## src/hdl/mailbox_pkg.sv

```systemverilog
// What this block does
// - Port B read with its mailbox select high reads a mailbox, not the FIFO.
// - Port B output shows mail_one_reg when select high, FIFO output register otherwise.
// - Port C write with its mailbox select high goes into mail_two_reg.
// - Port A clock edge storing into mail_one_reg drives its full flag low.
// - Writes to mail_one_reg are ignored while its full flag is low.
// - Port B mailbox read on port B clock edge returns mail_one flag high.
// - Master or partial reset of the A-to-B FIFO leaves mail_one flag high.
// - Port C clock edge storing into mail_two_reg drives its full flag low.
// - Writes to mail_two_reg are blocked while its full flag is low.
// - Port A mailbox read on port A clock edge returns mail_two flag high.
// - Master or partial reset of the C-to-A FIFO sets mail_two flag high.
// - Master reset one low zeroes both A-to-B pointers and port B output register.
// - Master reset one rising edge latches flag method and default offset select.
// - Same rising edge latches bus width and byte order for ports B and C.
// - Port A mailbox select routes writes to mail_one_reg, reads from mail_two_reg.
`default_nettype none
package mailbox_pkg;
  localparam int MAIL_W = 18;
  localparam int PTR_W  = 11;
  localparam int EV_W   = 6;
  localparam int CFG_W  = 6;
  localparam logic [7:0] OFS_STATUS   = 8'h00;
  localparam logic [7:0] OFS_MASK     = 8'h04;
  localparam logic [7:0] OFS_CONFIG   = 8'h08;
  localparam logic [7:0] OFS_FLAGS    = 8'h0c;
  localparam logic [7:0] OFS_MAIL_ONE = 8'h10;
  localparam logic [7:0] OFS_MAIL_TWO = 8'h14;
  localparam logic [5:0] MASK_RESET   = 6'h00;
  localparam logic [5:0] STATUS_RESET = 6'h00;
  localparam logic [5:0] CFG_RESET    = 6'h00;
  // Event bits in status and mask
  localparam int EV_ONE_WR    = 0;
  localparam int EV_ONE_RD    = 1;
  localparam int EV_TWO_WR    = 2;
  localparam int EV_TWO_RD    = 3;
  localparam int EV_RST_SHORT = 4;
  localparam int EV_RST_SEL   = 5;
  // Config fields: method, offset select (3), bus size, byte order
  localparam int CFG_METHOD = 0;
  localparam int CFG_OFS    = 1;
  localparam int CFG_SIZE   = 4;
  localparam int CFG_ENDIAN = 5;
  // Control pin positions in the synchronised vector
  localparam int PIN_PORT_A_CLOCK  = 0;
  localparam int PIN_PORT_B_CLOCK  = 1;
  localparam int PIN_PORT_C_CLOCK  = 2;
  localparam int PIN_MASTER_RESET_ONE_N  = 3;
  localparam int PIN_MASTER_RESET_TWO_N  = 4;
  localparam int PIN_PRS1  = 5;
  localparam int PIN_PRS2  = 6;
  localparam int PIN_MBA   = 7;
  localparam int PIN_A_WR  = 8;
  localparam int PIN_A_RD  = 9;
  localparam int PIN_MBB   = 10;
  localparam int PIN_B_RD  = 11;
  localparam int PIN_MBC   = 12;
  localparam int PIN_C_WR  = 13;
  localparam int PIN_CTL_W = 14;
  localparam logic [2:0] RESET_EDGES_MIN = 3'h4;
endpackage : mailbox_pkg
`default_nettype wire

```

## src/hdl/mailbox_bypass.sv

```systemverilog
// The register addresses and register access over Wishbone were decided locally.
`timescale 1ns/1ps
`default_nettype none
module mailbox_bypass #(
  parameter int MAIL_W = mailbox_pkg::MAIL_W,
  parameter int PTR_W  = mailbox_pkg::PTR_W
) (
  input  wire logic              clk_i,
  input  wire logic              rst_i,
  input  wire logic              port_a_clock_i,
  input  wire logic              port_b_clock_i,
  input  wire logic              port_c_clock_i,
  input  wire logic              master_reset_one_n_i,
  input  wire logic              master_reset_two_n_i,
  input  wire logic              partial_reset_one_n_i,
  input  wire logic              partial_reset_two_n_i,
  input  wire logic              port_a_mail_select_i,
  input  wire logic              port_a_write_i,
  input  wire logic              port_a_read_i,
  input  wire logic [MAIL_W-1:0] port_a_data_i,
  output logic      [MAIL_W-1:0] port_a_data_o,
  input  wire logic [MAIL_W-1:0] fifo_c_to_a_data_i,
  input  wire logic              port_b_mail_select_i,
  input  wire logic              port_b_read_i,
  input  wire logic [MAIL_W-1:0] fifo_a_to_b_data_i,
  output logic      [MAIL_W-1:0] transmit_port_data_o,
  input  wire logic              port_c_mail_select_i,
  input  wire logic              port_c_write_i,
  input  wire logic [MAIL_W-1:0] port_c_data_i,
  input  wire logic [5:0]        config_pins_i,
  output logic      [5:0]        config_o,
  output logic                   mail_one_full_n_o,
  output logic                   mail_two_full_n_o,
  output logic      [PTR_W-1:0]  fifo_a_to_b_wr_ptr_o,
  output logic      [PTR_W-1:0]  fifo_a_to_b_rd_ptr_o,
  input  wire logic [7:0]        wb_adr_i,
  input  wire logic [31:0]       wb_dat_i,
  output logic      [31:0]       wb_dat_o,
  input  wire logic              wb_we_i,
  input  wire logic [3:0]        wb_sel_i,
  input  wire logic              wb_stb_i,
  input  wire logic              wb_cyc_i,
  output logic                   wb_ack_o,
  output logic                   irq_o
);
  localparam int CTL_W  = mailbox_pkg::PIN_CTL_W;
  localparam int CFG_W  = mailbox_pkg::CFG_W;
  localparam int EV_W   = mailbox_pkg::EV_W;
  localparam int D_A    = CTL_W + CFG_W;
  localparam int D_C    = D_A + MAIL_W;
  localparam int D_FB   = D_C + MAIL_W;
  localparam int D_FA   = D_FB + MAIL_W;
  localparam int SYNC_W = D_FA + MAIL_W;
  // Resets idle high (pins 3 to 6), so no false edge follows rst_i
  localparam logic [SYNC_W-1:0] SYNC_IDLE =
      SYNC_W'(4'hf) << mailbox_pkg::PIN_MASTER_RESET_ONE_N;
  // All pins cross into clk_i; port clocks are sampled, not used as clocks
  logic [SYNC_W-1:0] sync_raw;
  logic [SYNC_W-1:0] sync_s1_r;
  logic [SYNC_W-1:0] sync_s2_r;
  logic [SYNC_W-1:0] sync_s3_r;

  assign sync_raw = {fifo_c_to_a_data_i, fifo_a_to_b_data_i, port_c_data_i,
                     port_a_data_i, config_pins_i,
                     port_c_write_i, port_c_mail_select_i,
                     port_b_read_i, port_b_mail_select_i,
                     port_a_read_i, port_a_write_i, port_a_mail_select_i,
                     partial_reset_two_n_i, partial_reset_one_n_i,
                     master_reset_two_n_i, master_reset_one_n_i,
                     port_c_clock_i, port_b_clock_i, port_a_clock_i};

  always_ff @(posedge clk_i) begin
    if (rst_i) begin
      sync_s1_r <= SYNC_IDLE;
      sync_s2_r <= SYNC_IDLE;
      sync_s3_r <= SYNC_IDLE;
    end else begin
      sync_s1_r <= sync_raw;
      sync_s2_r <= sync_s1_r;
      sync_s3_r <= sync_s2_r;
    end
  end

  // Third stage holds the level just before a port clock edge, so data
  // and selects are taken as the far side set them up for that edge
  logic              a_rise;
  logic              b_rise;
  logic              c_rise;
  logic              master_reset_one_n_rise;
  logic              master_reset_one_n_low;
  logic [CTL_W-1:0]  ctl;
  logic [CFG_W-1:0]  cfg_pin;
  logic [MAIL_W-1:0] a_data;
  logic [MAIL_W-1:0] c_data;
  logic [MAIL_W-1:0] fb_data;
  logic [MAIL_W-1:0] fa_data;
  assign ctl     = sync_s3_r[CTL_W-1:0];
  assign cfg_pin = sync_s3_r[D_A-1:CTL_W];
  assign a_data  = sync_s3_r[D_C-1:D_A];
  assign c_data  = sync_s3_r[D_FB-1:D_C];
  assign fb_data = sync_s3_r[D_FA-1:D_FB];
  assign fa_data = sync_s3_r[SYNC_W-1:D_FA];
  assign a_rise  = sync_s2_r[mailbox_pkg::PIN_PORT_A_CLOCK]
                   & ~sync_s3_r[mailbox_pkg::PIN_PORT_A_CLOCK];
  assign b_rise  = sync_s2_r[mailbox_pkg::PIN_PORT_B_CLOCK]
                   & ~sync_s3_r[mailbox_pkg::PIN_PORT_B_CLOCK];
  assign c_rise  = sync_s2_r[mailbox_pkg::PIN_PORT_C_CLOCK]
                   & ~sync_s3_r[mailbox_pkg::PIN_PORT_C_CLOCK];
  assign master_reset_one_n_rise = sync_s2_r[mailbox_pkg::PIN_MASTER_RESET_ONE_N]
                     & ~sync_s3_r[mailbox_pkg::PIN_MASTER_RESET_ONE_N];
  assign master_reset_one_n_low  = ~ctl[mailbox_pkg::PIN_MASTER_RESET_ONE_N];
  logic              fifo_a_to_b_clr;
  logic              fifo_c_to_a_clr;
  logic              one_wr;
  logic              one_rd;
  logic              two_wr;
  logic              two_rd;
  logic              fifo_a_to_b_wr;
  logic              fifo_a_to_b_rd;
  logic [EV_W-1:0]   ev;
  logic [MAIL_W-1:0] mail_one_r, mail_one_nxt;
  logic [MAIL_W-1:0] mail_two_r, mail_two_nxt;
  logic              mail_one_full_n_r, mail_one_full_n_nxt;
  logic              mail_two_full_n_r, mail_two_full_n_nxt;
  logic [PTR_W-1:0]  wr_ptr_r, wr_ptr_nxt;
  logic [PTR_W-1:0]  rd_ptr_r, rd_ptr_nxt;
  logic [MAIL_W-1:0] b_out_r, b_out_nxt;
  logic [MAIL_W-1:0] tx_r, tx_nxt;
  logic [MAIL_W-1:0] a_out_r, a_out_nxt;
  logic [CFG_W-1:0]  cfg_r, cfg_nxt;
  logic [2:0]        cnt_a_r, cnt_a_nxt;
  logic [2:0]        cnt_b_r, cnt_b_nxt;
  always_comb begin
    fifo_a_to_b_clr = master_reset_one_n_low | ~ctl[mailbox_pkg::PIN_PRS1];
    fifo_c_to_a_clr = ~ctl[mailbox_pkg::PIN_MASTER_RESET_TWO_N] | ~ctl[mailbox_pkg::PIN_PRS2];
    one_wr = a_rise & ctl[mailbox_pkg::PIN_MBA] & ctl[mailbox_pkg::PIN_A_WR]
             & mail_one_full_n_r & ~fifo_a_to_b_clr;
    one_rd = b_rise & ctl[mailbox_pkg::PIN_B_RD]
             & ctl[mailbox_pkg::PIN_MBB];
    two_wr = c_rise & ctl[mailbox_pkg::PIN_MBC] & ctl[mailbox_pkg::PIN_C_WR]
             & mail_two_full_n_r & ~fifo_c_to_a_clr;
    two_rd = a_rise & ctl[mailbox_pkg::PIN_A_RD]
             & ctl[mailbox_pkg::PIN_MBA];
    fifo_a_to_b_wr = a_rise & ~ctl[mailbox_pkg::PIN_MBA]
               & ctl[mailbox_pkg::PIN_A_WR];
    fifo_a_to_b_rd = b_rise & ~ctl[mailbox_pkg::PIN_MBB]
               & ctl[mailbox_pkg::PIN_B_RD];
    mail_one_nxt = one_wr ? a_data : mail_one_r;
    mail_two_nxt = two_wr ? c_data : mail_two_r;
    // A write in the same edge as a read leaves new mail pending
    mail_one_full_n_nxt = mail_one_full_n_r;
    if (one_rd)
      mail_one_full_n_nxt = 1'b1;
    if (one_wr)
      mail_one_full_n_nxt = 1'b0;
    if (fifo_a_to_b_clr)
      mail_one_full_n_nxt = 1'b1;
    mail_two_full_n_nxt = mail_two_full_n_r;
    if (two_rd)
      mail_two_full_n_nxt = 1'b1;
    if (two_wr)
      mail_two_full_n_nxt = 1'b0;
    if (fifo_c_to_a_clr)
      mail_two_full_n_nxt = 1'b1;
    wr_ptr_nxt = fifo_a_to_b_wr ? wr_ptr_r + PTR_W'(1) : wr_ptr_r;
    rd_ptr_nxt = fifo_a_to_b_rd ? rd_ptr_r + PTR_W'(1) : rd_ptr_r;
    b_out_nxt  = fifo_a_to_b_rd ? fb_data : b_out_r;
    if (fifo_a_to_b_clr) begin
      wr_ptr_nxt = '0;
      rd_ptr_nxt = '0;
      b_out_nxt  = '0;
    end
    tx_nxt = ctl[mailbox_pkg::PIN_MBB] ? mail_one_r : b_out_r;
    a_out_nxt = ctl[mailbox_pkg::PIN_MBA] ? mail_two_r : fa_data;
    cfg_nxt = master_reset_one_n_rise ? cfg_pin : cfg_r;
    // Edge counters only run while master reset one is held
    cnt_a_nxt = '0;
    cnt_b_nxt = '0;
    if (master_reset_one_n_low) begin
      cnt_a_nxt = cnt_a_r;
      cnt_b_nxt = cnt_b_r;
      if (a_rise && cnt_a_r < mailbox_pkg::RESET_EDGES_MIN)
        cnt_a_nxt = cnt_a_r + 3'h1;
      if (b_rise && cnt_b_r < mailbox_pkg::RESET_EDGES_MIN)
        cnt_b_nxt = cnt_b_r + 3'h1;
    end
    ev = '0;
    ev[mailbox_pkg::EV_ONE_WR] = one_wr;
    ev[mailbox_pkg::EV_ONE_RD] = one_rd & ~mail_one_full_n_r;
    ev[mailbox_pkg::EV_TWO_WR] = two_wr;
    ev[mailbox_pkg::EV_TWO_RD] = two_rd & ~mail_two_full_n_r;
    ev[mailbox_pkg::EV_RST_SHORT] = master_reset_one_n_rise
        & ((cnt_a_r < mailbox_pkg::RESET_EDGES_MIN)
        | (cnt_b_r < mailbox_pkg::RESET_EDGES_MIN));
    ev[mailbox_pkg::EV_RST_SEL] = master_reset_one_n_low
        & ~ctl[mailbox_pkg::PIN_MBC];
  end

  always_ff @(posedge clk_i) begin
    if (rst_i) begin
      mail_one_r        <= '0;
      mail_two_r        <= '0;
      mail_one_full_n_r <= 1'b1;
      mail_two_full_n_r <= 1'b1;
      wr_ptr_r          <= '0;
      rd_ptr_r          <= '0;
      b_out_r           <= '0;
      tx_r              <= '0;
      a_out_r           <= '0;
      cfg_r             <= mailbox_pkg::CFG_RESET;
      cnt_a_r           <= '0;
      cnt_b_r           <= '0;
    end else begin
      mail_one_r        <= mail_one_nxt;
      mail_two_r        <= mail_two_nxt;
      mail_one_full_n_r <= mail_one_full_n_nxt;
      mail_two_full_n_r <= mail_two_full_n_nxt;
      wr_ptr_r          <= wr_ptr_nxt;
      rd_ptr_r          <= rd_ptr_nxt;
      b_out_r           <= b_out_nxt;
      tx_r              <= tx_nxt;
      a_out_r           <= a_out_nxt;
      cfg_r             <= cfg_nxt;
      cnt_a_r           <= cnt_a_nxt;
      cnt_b_r           <= cnt_b_nxt;
    end
  end

  assign mail_one_full_n_o    = mail_one_full_n_r;
  assign mail_two_full_n_o    = mail_two_full_n_r;
  assign transmit_port_data_o = tx_r;
  assign port_a_data_o        = a_out_r;
  assign config_o             = cfg_r;
  assign fifo_a_to_b_wr_ptr_o = wr_ptr_r;
  assign fifo_a_to_b_rd_ptr_o = rd_ptr_r;

  // Wishbone slave: ack one cycle after request, write lands on ack edge
  logic            wb_req;
  logic            wb_wr;
  logic            ack_r, ack_nxt;
  logic [31:0]     rdat_r, rdat_nxt;
  logic [EV_W-1:0] status_r, status_nxt;
  logic [EV_W-1:0] mask_r, mask_nxt;
  logic [EV_W-1:0] clr;

  always_comb begin
    wb_req  = wb_cyc_i & wb_stb_i;
    wb_wr   = wb_req & ack_r & wb_we_i & wb_sel_i[0];
    ack_nxt = wb_req & ~ack_r;
    clr     = '0;
    if (wb_wr && wb_adr_i == mailbox_pkg::OFS_STATUS)
      clr = wb_dat_i[EV_W-1:0];
    // Set beats clear so no event is lost
    status_nxt = (status_r & ~clr) | ev;
    mask_nxt   = mask_r;
    if (wb_wr && wb_adr_i == mailbox_pkg::OFS_MASK)
      mask_nxt = wb_dat_i[EV_W-1:0];
    rdat_nxt = rdat_r;
    if (wb_req && !ack_r) begin
      rdat_nxt = '0;
      case (wb_adr_i)
        mailbox_pkg::OFS_STATUS:   rdat_nxt[EV_W-1:0]   = status_r;
        mailbox_pkg::OFS_MASK:     rdat_nxt[EV_W-1:0]   = mask_r;
        mailbox_pkg::OFS_CONFIG:   rdat_nxt[CFG_W-1:0]  = cfg_r;
        mailbox_pkg::OFS_FLAGS:
          rdat_nxt[2*PTR_W+1:0] = {rd_ptr_r, wr_ptr_r,
                                   mail_two_full_n_r, mail_one_full_n_r};
        mailbox_pkg::OFS_MAIL_ONE: rdat_nxt[MAIL_W-1:0] = mail_one_r;
        mailbox_pkg::OFS_MAIL_TWO: rdat_nxt[MAIL_W-1:0] = mail_two_r;
        default:                   rdat_nxt = '0;
      endcase
    end
  end

  always_ff @(posedge clk_i) begin
    if (rst_i) begin
      ack_r    <= 1'b0;
      rdat_r   <= '0;
      status_r <= mailbox_pkg::STATUS_RESET;
      mask_r   <= mailbox_pkg::MASK_RESET;
    end else begin
      ack_r    <= ack_nxt;
      rdat_r   <= rdat_nxt;
      status_r <= status_nxt;
      mask_r   <= mask_nxt;
    end
  end

  assign wb_ack_o = ack_r;
  assign wb_dat_o = rdat_r;
  assign irq_o    = |(status_r & mask_r);
endmodule : mailbox_bypass
`default_nettype wire

```

## config.mk

```make
export PLATFORM = sky130hd
export DESIGN_NAME = mailbox_bypass
export DESIGN_NICKNAME = d
export VERILOG_FILES = /design/src/hdl/mailbox_pkg.sv /design/src/hdl/mailbox_bypass.sv
export SDC_FILE = /design/constraint.sdc
export NUM_CORES = 1
export LEC_CHECK = 0
export ABC_AREA = 1
export BUFFER_PORTS_ARGS = -buffer_cell sky130_fd_sc_hd__buf_2
export CAP_MARGIN = 40
export CELL_PAD_IN_SITES_DETAIL_PLACEMENT = 1
export CELL_PAD_IN_SITES_GLOBAL_PLACEMENT = 1
export CORE_MARGIN = 2
export CORE_UTILIZATION = 37
export CTS_CLUSTER_DIAMETER = 40
export DETAILED_ROUTE_END_ITERATION = 8
export GPL_TIMING_DRIVEN = 0
export MAX_ROUTING_LAYER = met4
export PLACE_DENSITY_LB_ADDON = 0.05
export SYNTH_ARGS = -nofsm -noshare
export SYNTH_HDL_FRONTEND = slang
export SYNTH_SLANG_ARGS = --single-unit
```

## constraint.sdc

```tcl
create_clock -name clk_i -period 1.25 [get_ports clk_i]
set_input_delay 0.25 -clock clk_i [delete_from_list [all_inputs] [get_ports clk_i]]
set_output_delay 0.25 -clock clk_i [all_outputs]
set_load 0.05 [all_outputs]
```

**Yosys cells after proc, flatten, opt, wreduce, memory -nomap -nowiden**

Cells that the tools add are included.

- Logic and storage cells: 104
- Input port bits: 141
- Flip-flop bits (word level): 439
- Output and inout port bits: 100

- Equal/unequal tests: 5
- Muxes and demuxes: 10
- Bitwise gates (word level): 51
- Add/subtract/negate cells: 4
- Reductions and logical operators: 13
- Order comparisons: 2

Operators with widths:

| cell | count |
|---|---|
| two-way mux 18 bit | 2 |
| case mux 12 bit (3 select lines) | 1 |
| case mux 6 bit (6 select lines) | 1 |
| AND 1 bit | 29 |
| adder 11 x 1 -> 11 bit (second input constant) | 2 |
| == test 8 x 4 -> 1 bit (second input constant) | 2 |
| == test 8 x 5 -> 1 bit (second input constant) | 2 |
| inverter 1 bit | 15 |
| AND 6 bit | 2 |
| two-way mux 6 bit | 2 |
| == test 8 x 3 -> 1 bit (second input constant) | 1 |
| logical NOT 8 bit | 1 |
| adder 3 x 1 -> 3 bit (second input constant) | 2 |
| < comparator 3 bit (second input constant) | 2 |
| inverter 6 bit | 1 |
| OR 6 bit | 1 |
| OR reduction 2 bit | 3 |
| OR reduction 6 bit | 1 |
| logical AND 1 bit | 5 |
| two-way mux 1 bit | 4 |
| nonzero test 2 bit | 2 |
| OR 1 bit | 3 |
| logical NOT 1 bit | 1 |

**Longest topological paths before layout**

- Word-level depth: 9
- Mapped depth: 9
- Mapped depth without buffers: 9

**Worst setup path after synthesis**

Ideal clock, no wire load.

- Path type: flip-flop to flip-flop
- From: reg rd_ptr_r[0] (netlist: fifo_a_to_b_rd_ptr_o[0])
- To: reg rd_ptr_r[8] (netlist: fifo_a_to_b_rd_ptr_o[8])
- Buffers on the path: 0
- Cell stages (with the launch flop): 9
- Path slack: -392 ps
- Setup time: 132 ps
- Required time: 1,118 ps
- Arrival: 1,510 ps
- Period minus slack after synthesis: 1,642 ps
- Cell sequence: dfxtp_1 ha_1 inv_1 nor2_1 nand3_1 nand2_1 nand2_1 nand2_1 a21oi_1

- Word-level cells in the longest chain between the ends: 1

Ends and longest elaborated chain:

| what | RTL line | RTL |
|---|---|---|
| start: declaration | mailbox_bypass.sv:126 | `logic [PTR_W-1:0] rd_ptr_r, rd_ptr_nxt;` |
| start signal: assignment | mailbox_bypass.sv:219 | `rd_ptr_r <= rd_ptr_nxt;` |
| adder 11 x 1 -> 11 bit | mailbox_bypass.sv:166 | `rd_ptr_nxt = fifo_a_to_b_rd ? rd_ptr_r + PTR_W'(1) : rd_ptr_r;` |

Every way passes these cells.
A chain may end at the register's enable or synchronous reset.

**Final worst setup path**

- From: reg status_r[2]
- To: out irq_o

- Word-level cells in the longest chain between the ends: 2

Ends and longest elaborated chain:

| what | RTL line | RTL |
|---|---|---|
| start: declaration | mailbox_bypass.sv:242 | `logic [EV_W-1:0] status_r, status_nxt;` |
| start signal: assignment | mailbox_bypass.sv:279 | `status_r <= mailbox_pkg::STATUS_RESET;` |
| start signal: assignment | mailbox_bypass.sv:284 | `status_r <= status_nxt;` |
| AND 6 bit | mailbox_bypass.sv:291 | `assign irq_o = \|(status_r & mask_r);` |
| OR reduction 6 bit | mailbox_bypass.sv:291 |  |
| end: declaration | mailbox_bypass.sv:44 | `output logic irq_o` |

Every way passes these cells.

==> results.md <==
* Status: complete, but fails checks
* Failing checks: negative setup slack
* Setup violations, final at 146
* Skew final at 25.5 ps
* CP max stage delay at 330 ps
* Number of CTS-inserted buffers at 58
* Combinational family with the most area after synthesis: simple AND/OR/NAND/NOR gates
* Final instance area at 22,300 um^2
* DRC viols at 0
* Vias/cell at 4.50
* Vias in the first global route at 13,400
* Syn Area/Cell at 8.09 um^2
* Detailed Route WL at 49,100 um
* Global-route usage over all layers at 0.242
* CP Cell Sequence: nand2_1, nand2_1, a221oi_2, nand3_2, buf_8
* Clock share of power at 0.508
* Hold Worst Slack at 194 ps
* Dpl cell area at 16,400 um^2
* Synth Warn # at 0
* Int Pwr at 25.8 mW
* Clock latency on the worst-skew pair at 600 ps
* Clock buffer depth at 3
* MaxCap Viol Count at 0
* Register share of total power at 0.429
* Period minus WS final at 1790 ps
* Setup TNS Final at -13,210 ps
* Worst reg2reg path depth at 8
* Vias at 12,700
* Maximum level of the CTS H-tree at 2
* Row Count at 72
* Post-synthesis compound-gate area fraction at 0.0628
* Critical Path Slowest Stage Cell: dfxtp_2
* NetSw at 8.02 mW
* Final Cycle Share at 1.43
* Final Hold Fails at 0
* Crit path buffers/inverters at 1
* Crit path max-delay family: flip-flops
* Synthesis-to-layout area growth at 52.0%
* Final Worst Setup Slack at -539 ps
* IO buf count at 202
* Leak at 10.1 nW
* Root buffer cell: clkbuf_16
* Share of layout cells above drive strength 1 at 0.327
* Critical path class: register to output port
* Drt first-iter violations at 457
* Max Freq at 0.559 GHz
* Crit end category: output port
* RSZ-0062 raised after global routing: true
* Ports at 241
* Initial core utilization at 0.377
* Slew Limit Fails at 0
* Cells after synthesis at 1,811
* Max-slew headroom at 0.493
* Count of different cell masters after synthesis at 32
* Clock-pin slew on the worst setup and hold paths at 60 ps
* Core Footprint at 38,800 um^2
* Antenna-violating nets left at 0
* Finished Core Util at 0.574
* Max rail drop VDD at 0.00107 V
* Power density cells at 1520 nW/um^2
* Simple-Gate Fraction of Synth Area at 0.217
* Fillers at 4,466
* Critical Path AT at 1540 ps
* Switch share at 0.237
* Number of nets in the layout at 2,406
* Adder-cell share of the synthesized area at 0.00342
* Largest net degree at the start of global routing at 16
* Commonest non-fill, non-tap cells in the layout: 445 x nor2_1, 335 x dfxtp_1, 300 x inv_1, 138 x buf_2, 117 x nand2_1
* DR WL/cell at 17.3 um
* Most used cell along the critical path: nand2_1
* CP max FO at 3
* Die span in x at 203 um
* Clock sink count at 439
* First-pass GRT wire length at 75,200 um
* Slew @ Worst Pin at 761 ps
* Combinational group share of total power at 0.063
* Commonest non-fill, non-tap cell in the layout: nor2_1
* XOR/XNOR share of the synthesized area at 0.00239
* CP Launch Type: register
* Levels on crit path at 5
* WHS Path Cells at 5
* Hold WC Path Type: primary input to register
* CTS tree: built
* Mapped Area at 14,700 um^2
* CP required at 1000 ps
* Overflow left after global routing at 0
* Die height at 203 um
* Post-synthesis mux area share at 0
* Die Area at 41,200 um^2
* Pre-antenna DRT Iters at 5
* Initial antenna violation count at 1
* DP Wirelength at 31,900 um
* Synthesized flop and latch total at 439
* GPL Wtd Cong at 0.817
* Sequential cell area fraction in the yosys report at 0.600
* Total Power at 33.8 mW
sequential cells by signal, indices dropped and copies added (netlist names):
| signal | flops |
|---|---|
| mask_r | 6 |
| config_o | 6 |
| wb_dat_o | 24 |
| mail_one_full_n_o | 1 |
| cnt_a_r | 3 |
| sync_s3_r | 92 |
| b_out_r | 18 |
| fifo_a_to_b_rd_ptr_o | 11 |
| sync_s1_r | 92 |
| status_r | 6 |
| wb_ack_o | 1 |
| cnt_b_r | 3 |
| fifo_a_to_b_wr_ptr_o | 11 |
| sync_s2_r | 92 |
| mail_two_r | 18 |
| transmit_port_data_o | 18 |
| port_a_data_o | 18 |
| mail_two_full_n_o | 1 |
| mail_one_r | 18 |
logic make-up after synthesis:
logic type,Yosys count
AO/OA/AOI/OAI,181
other,1
XOR/XNOR,4
flip-flops,439
buffers and inverters,405
AND/OR/NAND/NOR,777
adder cells (fa/ha/maj),4
per-stage QoR:
| step | worst slack, ps | cells |
|---|---|---|
| floorplan | 0.212 | 1818 |
| global placement | -815 | 2538 |
| detailed placement | -579 | 2539 |
| CTS | -569 | 2809 |
| global route | -637 | 2829 |
| finish | -539 | 2830 |
synthesized netlist by cell type, drive strengths merged:
master    n  area, um^2
a221oi    1        8.76
nand3    96         485
clkbuf   26        97.6
clkinv    3        12.5
a21oi    54         282
xor2      3        26.3
nand4    11        68.8
or2      12        75.1
conb      1        3.75
nor3      3        20.0
buf      59         382
nand2   141         539
o21ai   126         631
inv     317        1190
ha        4        50.1
xnor2     1        8.76
nor2    514        1990
dfxtp   439        8790
worst paths after layout:
check / slack, ps / to / from
setup / recovery: -540 / irq_o / status_r[2]
setup reg to reg: -190 / fifo_a_to_b_rd_ptr_o[6] / sync_s2_r[1]
hold / removal: 190 / wb_dat_o[20] / wb_adr_i[3]
hold reg to reg: 380 / sync_s2_r[85] / sync_s1_r[85]
power groups by stage:
| stage | logic, mW | registers, mW | clock network (mW) |
|---|---|---|---|
| after floorplan | 0.772 | 15.0 | 0 |
| after global placement | 1.53 | 14.8 | 0 |
| after detailed placement | 1.56 | 14.8 | 0 |
| after CTS | 2.02 | 14.5 | 17.4 |
| after global routing | 2.32 | 14.6 | 18.2 |
| final | 2.12 | 14.5 | 17.2 |
timing repair:
item	4_1_cts	5_1_grt
resized for setup	557	187
endpoints found under the hold margin	103	0
hold buffers	98	0
gates cloned	6	2
pin swaps	45	63
buffers inserted	57	20
setup endpoints to repair	223	201
per-layer routing:
layer | vias up | track usage | routed length, um
li1 | 6337 | - | -
met1 | 6064 | 0.292 | 21300
met2 | 260 | 0.424 | 24800
met3 | 75 | 0.0316 | 1710
met4 | 0 | 0.0673 | 1220
met5 | - | - | 0
worst min-delay path, delay by kind of cell:
kind	cells	cell delay, ps
buffers and inverters	1	120
and+or+nand+nor	3	320
AOI/OAI and AO/OA	1	50
area by class of cell:
type	instances	area (um^2)	share of cell area
Clock buffer	70	1610	0.0722
Inverter	320	1250	0.0563
Timing Repair inverter	1	16.3	0.000730
Antenna cell	2	5.00	0.000225
Tap cell	518	648	0.0291
Buffer	83	641	0.0288
Timing Repair Buffer	384	3750	0.168
Multi-Input combinational cell	974	4880	0.219
Clock inverter	39	447	0.0201
Sequential cell	439	9030	0.405
(Power assumes the default switching activity.)
